**src/hpc_pkg.sv**
```systemverilog
// hpc_pkg: constants and carrier types of the hub port phy configuration bank
package hpc_pkg;

    // ****************************************
    // register indices (byte address is four times the index)
    // ****************************************
    localparam int unsigned   HPC_ADDR_W      = 12;
    localparam int unsigned   HPC_IDX_W       = 10;
    localparam logic [9:0]    HPC_IDX_CTRL    = 10'h0f0;
    localparam logic [9:0]    HPC_IDX_STATUS  = 10'h0f1;
    localparam logic [9:0]    HPC_IDX_BOOST   = 10'h0f8;
    localparam logic [9:0]    HPC_IDX_SWAP    = 10'h0fa;
    localparam logic [9:0]    HPC_IDX_REMAP   = 10'h0fb;

    // ****************************************
    // field positions and masks
    // ****************************************
    localparam int unsigned   HPC_P1_BOOST_LSB = 0;
    localparam int unsigned   HPC_P2_BOOST_LSB = 4;
    localparam int unsigned   HPC_P1_REMAP_LSB = 0;
    localparam int unsigned   HPC_P2_REMAP_LSB = 4;
    localparam int unsigned   HPC_CTRL_HUB     = 0;
    localparam int unsigned   HPC_CTRL_REMAP   = 1;
    localparam int unsigned   HPC_ST_LOG1_LSB  = 0;
    localparam int unsigned   HPC_ST_LOG2_LSB  = 2;
    localparam int unsigned   HPC_ST_CNT_LSB   = 4;
    localparam logic [7:0]    HPC_BOOST_MASK   = 8'h77;
    localparam logic [7:0]    HPC_SWAP_MASK    = 8'h0f;
    localparam logic [7:0]    HPC_CTRL_MASK    = 8'h03;

    // ****************************************
    // reset values
    // ****************************************
    localparam logic [7:0]    HPC_BOOST_RST    = 8'h00;
    localparam logic [7:0]    HPC_SWAP_RST     = 8'h00;
    localparam logic [7:0]    HPC_REMAP_RST    = 8'h21;
    localparam logic [7:0]    HPC_CTRL_RST     = 8'h01;
    localparam logic [1:0]    HPC_PORT_COUNT   = 2'h3;

    // ****************************************
    // carrier types
    // ****************************************
    typedef struct packed {
        logic                  psel;
        logic                  penable;
        logic                  pwrite;
        logic [3:0]            pstrb;
        logic [HPC_ADDR_W-1:0] paddr;
        logic [31:0]           pwdata;
    } hpc_apb_req_t;

    // bit 0 upstream port, bits 1..3 downstream ports 1..3
    typedef struct packed {
        logic [3:0]            p;
        logic [3:0]            n;
    } hpc_pair_t;

    typedef struct packed {
        logic [7:0]            boost;
        logic [7:0]            swap;
        logic [7:0]            remap;
        logic [7:0]            ctrl;
        logic [31:0]           rdata;
        hpc_pair_t             pinOut;
        hpc_pair_t             pinOeN;
        hpc_pair_t             sync1;
        hpc_pair_t             sync2;
        hpc_pair_t             funcIn;
        logic [1:0]            log1;
        logic [1:0]            log2;
        logic [1:0]            count;
        logic signed [5:0]     pct1;
        logic signed [5:0]     pct2;
    } hpc_state_t;

endpackage

```
**src/hpc_port_phy_config_regs.sv**
```systemverilog
// hpc_port_phy_config_regs: apb register bank for drive boost, pin swap and port remap
//
// The APB slave port is this design's own decision.
`timescale 1ns/1ps

// Overview of operation
// - bits 6:4 set port 2 boost
// - bits 2:0 set port 1 boost
// - boost codes decode to signed percentages
// - swap bits: upstream, ports 1..3
// - swap 0: plus to positive pin
// - swap 1: plus to negative pin
// - swap acts only in hub mode
// - remap register resets to 0x21
// - remap applies only when enabled
// - bits 7:4 give port 2 logical number
// - codes 1..3 map; reserved act as disabled
// - bits 3:0 give port 1 logical number
// - report only enabled downstream port count
module hpc_port_phy_config_regs
(
    input  wire  logic                      mclk,
    input  wire  logic                      nrst,
    input  wire  hpc_pkg::hpc_apb_req_t     apb,
    output logic [31:0]                     prdata,
    output logic                            pready,
    output logic                            pslverr,
    input  wire  hpc_pkg::hpc_pair_t        funcOut,
    input  wire  hpc_pkg::hpc_pair_t        funcOeN,
    output hpc_pkg::hpc_pair_t              funcIn,
    input  wire  hpc_pkg::hpc_pair_t        pinIn,
    output hpc_pkg::hpc_pair_t              pinOut,
    output hpc_pkg::hpc_pair_t              pinOeN,
    output logic [2:0]                      port1Boost,
    output logic [2:0]                      port2Boost,
    output logic signed [5:0]               port1BoostPct,
    output logic signed [5:0]               port2BoostPct,
    output logic [1:0]                      port1Logical,
    output logic [1:0]                      port2Logical,
    output logic [1:0]                      reportedPortCount,
    output logic                            hubMode,
    output logic                            remapEnable
);
    import hpc_pkg::*;

    // ****************************************
    // decode helpers
    // ****************************************
    function automatic logic signed [5:0] boostPct(input logic [2:0] code);
        logic signed [5:0] pct;
        unique case (code)
            3'h0: pct = 6'sd0;
            3'h1: pct = -6'sd5;
            3'h2: pct = 6'sd10;
            3'h3: pct = 6'sd5;
            3'h4: pct = 6'sd20;
            3'h5: pct = 6'sd15;
            3'h6: pct = 6'sd30;
            3'h7: pct = 6'sd25;
        endcase
        return pct;
    endfunction

    // reserved codes behave as disabled
    function automatic logic [1:0] remapCode(input logic [3:0] code);
        return (code > 4'h3) ? 2'h0 : code[1:0];
    endfunction

    hpc_state_t                 state;
    hpc_state_t                 next_state;
    logic                       setup;
    logic                       access;
    logic                       wrLow;
    logic [HPC_IDX_W-1:0]       idx;
    logic                       hit;
    logic [3:0]                 effSwap;
    logic [3:0]                 outP;
    logic [3:0]                 outN;
    logic [3:0]                 oeP;
    logic [3:0]                 oeN;
    logic [3:0]                 inP;
    logic [3:0]                 inN;
    logic [2:0]                 code1;
    logic [2:0]                 code2;
    logic [1:0]                 map1;
    logic [1:0]                 map2;

    // ****************************************
    // apb decode
    // ****************************************
    assign setup  = apb.psel & ~apb.penable;
    assign access = apb.psel & apb.penable;
    assign wrLow  = access & apb.pwrite & apb.pstrb[0];
    assign idx    = apb.paddr[HPC_ADDR_W-1:2];

    always_comb
    begin
        hit = 1'b0;
        if (apb.paddr[1:0] == 2'h0)
        begin
            hit = (idx == HPC_IDX_CTRL) || (idx == HPC_IDX_STATUS) ||
                  (idx == HPC_IDX_BOOST) || (idx == HPC_IDX_SWAP) ||
                  (idx == HPC_IDX_REMAP);
        end
    end

    // zero wait states: read data is captured in the setup cycle
    assign pready  = 1'b1;
    assign pslverr = access & ~hit;
    assign prdata  = state.rdata;

    // ****************************************
    // per-port line swap
    // ****************************************
    // swap follows the stored bit at once; software must not flip it mid-packet
    genvar i;
    generate
        for (i = 0; i < 4; i++)
        begin : g_port
            assign effSwap[i] = state.swap[i] & state.ctrl[HPC_CTRL_HUB];
            assign outP[i] = effSwap[i] ? funcOut.n[i] : funcOut.p[i];
            assign outN[i] = effSwap[i] ? funcOut.p[i] : funcOut.n[i];
            assign oeP[i]  = effSwap[i] ? funcOeN.n[i] : funcOeN.p[i];
            assign oeN[i]  = effSwap[i] ? funcOeN.p[i] : funcOeN.n[i];
            assign inP[i]  = effSwap[i] ? state.sync2.n[i] : state.sync2.p[i];
            assign inN[i]  = effSwap[i] ? state.sync2.p[i] : state.sync2.n[i];
        end
    endgenerate

    // ****************************************
    // next state
    // ****************************************
    always_comb
    begin
        next_state = state;
        if (wrLow && hit)
        begin
            unique case (idx)
                HPC_IDX_CTRL:   next_state.ctrl  = apb.pwdata[7:0] & HPC_CTRL_MASK;
                HPC_IDX_BOOST:  next_state.boost = apb.pwdata[7:0] & HPC_BOOST_MASK;
                HPC_IDX_SWAP:   next_state.swap  = apb.pwdata[7:0] & HPC_SWAP_MASK;
                HPC_IDX_REMAP:  next_state.remap = apb.pwdata[7:0];
                default:        next_state.ctrl  = state.ctrl;
            endcase
        end
        if (setup)
        begin
            next_state.rdata = 32'h0;
            // unaligned or unmapped reads return zero alongside the error
            if (hit)
            begin
                unique case (idx)
                    HPC_IDX_CTRL:   next_state.rdata[7:0] = state.ctrl;
                    HPC_IDX_BOOST:  next_state.rdata[7:0] = state.boost;
                    HPC_IDX_SWAP:   next_state.rdata[7:0] = state.swap;
                    HPC_IDX_REMAP:  next_state.rdata[7:0] = state.remap;
                    HPC_IDX_STATUS:
                    begin
                        next_state.rdata[HPC_ST_LOG1_LSB +: 2] = state.log1;
                        next_state.rdata[HPC_ST_LOG2_LSB +: 2] = state.log2;
                        next_state.rdata[HPC_ST_CNT_LSB +: 2]  = state.count;
                    end
                    default:        next_state.rdata = 32'h0;
                endcase
            end
        end
        // pin inputs pass two flip-flops before the swap mux reads them
        next_state.sync1    = pinIn;
        next_state.sync2    = state.sync1;
        next_state.pinOut   = '{p: outP, n: outN};
        next_state.pinOeN   = '{p: oeP, n: oeN};
        next_state.funcIn   = '{p: inP, n: inN};
        next_state.pct1     = boostPct(code1);
        next_state.pct2     = boostPct(code2);
        if (state.ctrl[HPC_CTRL_REMAP])
        begin
            next_state.log1  = map1;
            next_state.log2  = map2;
            // port 3 keeps its logical number; only enabled ports count
            next_state.count = 2'({1'b0, map1 != 2'h0} + {1'b0, map2 != 2'h0} + 2'h1);
        end
        else
        begin
            next_state.log1  = 2'h1;
            next_state.log2  = 2'h2;
            next_state.count = HPC_PORT_COUNT;
        end
    end

    assign code1 = state.boost[HPC_P1_BOOST_LSB +: 3];
    assign code2 = state.boost[HPC_P2_BOOST_LSB +: 3];
    assign map1  = remapCode(state.remap[HPC_P1_REMAP_LSB +: 4]);
    assign map2  = remapCode(state.remap[HPC_P2_REMAP_LSB +: 4]);

    // ****************************************
    // state register
    // ****************************************
    always_ff @(posedge mclk or negedge nrst)
    begin
        if (!nrst)
        begin
            state <= '{boost:  HPC_BOOST_RST,
                       swap:   HPC_SWAP_RST,
                       remap:  HPC_REMAP_RST,
                       ctrl:   HPC_CTRL_RST,
                       pinOeN: '1,
                       log1:   2'h1,
                       log2:   2'h2,
                       count:  HPC_PORT_COUNT,
                       default: '0};
        end
        else
        begin
            state <= next_state;
        end
    end

    // ****************************************
    // outputs
    // ****************************************
    assign pinOut            = state.pinOut;
    assign pinOeN            = state.pinOeN;
    assign funcIn            = state.funcIn;
    assign port1Boost        = code1;
    assign port2Boost        = code2;
    assign port1BoostPct     = state.pct1;
    assign port2BoostPct     = state.pct2;
    assign port1Logical      = state.log1;
    assign port2Logical      = state.log2;
    assign reportedPortCount = state.count;
    assign hubMode           = state.ctrl[HPC_CTRL_HUB];
    assign remapEnable       = state.ctrl[HPC_CTRL_REMAP];
endmodule

```
**config.mk**
```make
export PLATFORM = sky130hd
export DESIGN_NAME = hpc_port_phy_config_regs
export DESIGN_NICKNAME = d
export VERILOG_FILES = /design/src/hpc_pkg.sv /design/src/hpc_port_phy_config_regs.sv
export SDC_FILE = /design/constraint.sdc
export NUM_CORES = 1
export LEC_CHECK = 0
export ABC_AREA = 1
export BUFFER_PORTS_ARGS = -buffer_cell sky130_fd_sc_hd__buf_2
export CORE_AREA = 2 2 132 108
export DETAILED_ROUTE_END_ITERATION = 6
export DIE_AREA = 0 0 134 110
export MAX_ROUTING_LAYER = met4
export PLACE_DENSITY = 0.54
export REMOVE_ABC_BUFFERS = 1
export SETUP_SLACK_MARGIN = 0.4
export SLEW_MARGIN = 40
export SYNTH_ARGS = -nofsm -noshare
export SYNTH_HDL_FRONTEND = slang
export SYNTH_SLANG_ARGS = --single-unit
```
**constraint.sdc**
```tcl
create_clock -name mclk -period 1.3 [get_ports mclk]
set_input_delay 0.26 -clock mclk [delete_from_list [all_inputs] [get_ports mclk]]
set_output_delay 0.26 -clock mclk [all_outputs]
set_load 0.005 [all_outputs]
```
==> results.cfg <==
[die]
io_pins = 161
die-width_um = 134
core_area_um2 = 13400
die_area_um2 = 14700
die_h_um = 110
start_util_pct = 31.7
fp-row-count = 38

[placement]
dpl_cell_area_um2 = 4680
io_buffers = 108
place_congestion = 0.828
dp_hpwl_um = 7090

[clock_network]
clk_path_buf_depth = 2
cts_tree = done
clk_pin_slew_ps = 60
ctsHtreeMaxLevel = 3
cts_root_buf = clkbuf_16
cts_buffers = 9
cts.sinks = 86
clk_latency_ps = 340

[route]
vias = 3540
drt-initial-drc-count = 162
vias_per_cell = 4.35
drt-wirelength-per-cell_um = 14.0
wirelength_um = 11400
drcViolationCount = 0
highest_layer = met4
dr.pass1.iters = 4
met1_length_um = 5050
wl_met3_um = 709
met2_length_um = 5400
drt.antenna.violating_nets = 0

[synthesis]
syn-cell-area_um2 = 4230
ys_ff_latch = 86
synth_top_cell_area_share_pct = 42.0
synthCells = 478
yosysSeqAreaShare_pct = 51.3
ys.flop_type = dfrtp_1
synthMostInstantiatedCell = nand2_1
yosysWarnings = 0
async_reset_ff_share_pct = 100
synth-edff-count = 0
synth_common_cells = nand2_1 (134), buf_4 (82), dfrtp_1 (71)
syn_avg_cell_area_um2 = 8.85
synth_cell_types = 22
synth_area_leaders = dfrtp_1 (42%), buf_4 (15%), nand2_1 (12%)
synth.largest_area_cell = dfrtp_1

[timing]
hold_violations = 0
holdWs_ps = 23.2
max_clock_freq_ghz = 0.735
post-route-period-util_pct = 105
clock_skew_ps = 6.60
period_needed_ps = 1360
drv_slew = 0
finalWorstSetupSlack_ps = -61.5
final-setup-viol-count = 3
grt_setup_unrepaired = yes

[critical_path]
worstSetupPathType = input port to output pin
worstSetupStartpointType = input port
required_ps = 1040
critPathBufInv = 3
crit_arrival_ps = 1100
cpMaxStageDelayCell = clkbuf_4
cpPeakStageDelay_ps = 170
cp_top_family = simple AND/OR/NAND/NOR gates
cp_max_fo = 5
cpMostUsedCell = nand2_2
end_kind = output pin
crit_chain = clkbuf_4 > nand3_2 > nor2_4 > nand2_2 > nand3_4 > nand2_2 > inv_2 > nor2_2 > buf_2

[status]
violations = negative setup slack
status = complete, but fails checks

[final_layout]
drive_gt1_share_pct = 59.3
final_area_um2 = 6590
antenna_cells = 0
fin_nets = 718
synthToLayoutAreaGrowth_pct = 55.7

[power]
fin_total_pwr_mw = 5.77
powerDensity_nw_per_um2 = 876
p_leak_nw = 3.23
peakVddDrop_v = 0.000562

[min_path]
hold_class = input port to register

[grt]
grt_max_degree = 87
antenna_found_initial = 0
grt_usage_pct = 15.4
grt_pass1_vias = 3432
gr-total-overflow = 0
grt_pass1_wl_um = 16700

[run]
maxCapViolCount = 0
==> state kept, by name, indices dropped and copies added (netlist names) <==
register           flops
remapEnable            1
funcIn                 8
port2BoostPct          6
prdata                 8
reportedPortCount      2
port2Logical           2
port2Boost             3
next_state             8
pinOeN                 8
port1Logical           2
port1BoostPct          6
hubMode                1
pinOut                 8
state                 20
port1Boost             3
==> per-layer routing <==
metal / vias to the layer above / global-route usage [%]
met4: 0 / 6.00
met1: 1710 / 18.8
met5: - / -
met2: 108 / 24.8
met3: 15 / 4.02
li1: 1707 / -
==> power by group <==
| part | leakage (nW) | internal, mW | switching, mW |
|---|---|---|---|
| Sequential | 1.06 | 2.75 | 0.0248 |
| Clock | 0.140 | 1.53 | 0.986 |
| Combinational | 2.02 | 0.219 | 0.264 |
| Total | 3.23 | 4.50 | 1.28 |
==> layout make-up <==
cell class	instances	area, um^2
clock inverters	2	35.0
repair buffers	202	1600
multi-input cells	290	2110
flip-flops and latches	86	2180
clock buffers	13	250
fillers	1235	6770
well taps	180	225
inverters	41	184
==> cells in the final DEF (no fill, tap or decap), types with 7 or more instances in the layout <==
cell type / instances
dfstp_2: 15
nor2_4: 21
ha_4: 8
nand2_2: 29
o21ai_2: 18
conb_1: 25
nand3_4: 7
dfrtp_1: 64
clkbuf_16: 10
buf_4: 55
a21oi_2: 9
dfrtp_2: 7
buf_2: 87
buf_6: 47
nand2_1: 88
nor2_1: 18
inv_1: 28
nand4_1: 15
nand2_8: 8
nand2_4: 13
==> kinds of logic after synthesis <==
kind of cell	synth area share (%)
simple gates	22.1
fa+ha+maj	3.25
compound gates	4.41
buf+inv	18.7
flops	51.3
other cells	0.177
==> timing repair <==
item | 4_1_cts | 5_1_grt
hold buffers | 1 | 0
hold endpoints to repair | 71 | 0
gates cloned | 2 | 3
endpoints found under the setup margin | 123 | 212
pin swaps | 55 | 41
gates resized for setup | 189 | 92
buffers inserted | 43 | 20
==> per-stage QoR <==
stage,TNS (ps),util [%],instances,setup WS [ps]
after floorplan,-1290,-,413,-95.1
after global placement,-4920,35.0,730,-229
after detailed placement,-5810,35.0,730,-255
after CTS,-121,44.9,791,-66.5
after global routing,-422,49.3,814,-113
final,-132,49.3,814,-61.5
==> final timing paths <==
path | from | depth (start not counted) | slack [ps] | end
min reg2reg | next_state[30] | 0 | 350 | state[30]
min | pinIn[5] | 1 | 20 | next_state[31]
max in group asynchronous | nrst | 3 | 540 | pinOeN[5]
max | apb[37] | 9 | -60 | pslverr
min in group asynchronous | nrst | 3 | 480 | port2Boost[0]
max reg2reg | hubMode | 8 | -10 | prdata[0]
Note: power is estimated with default switching activity, not from simulation.
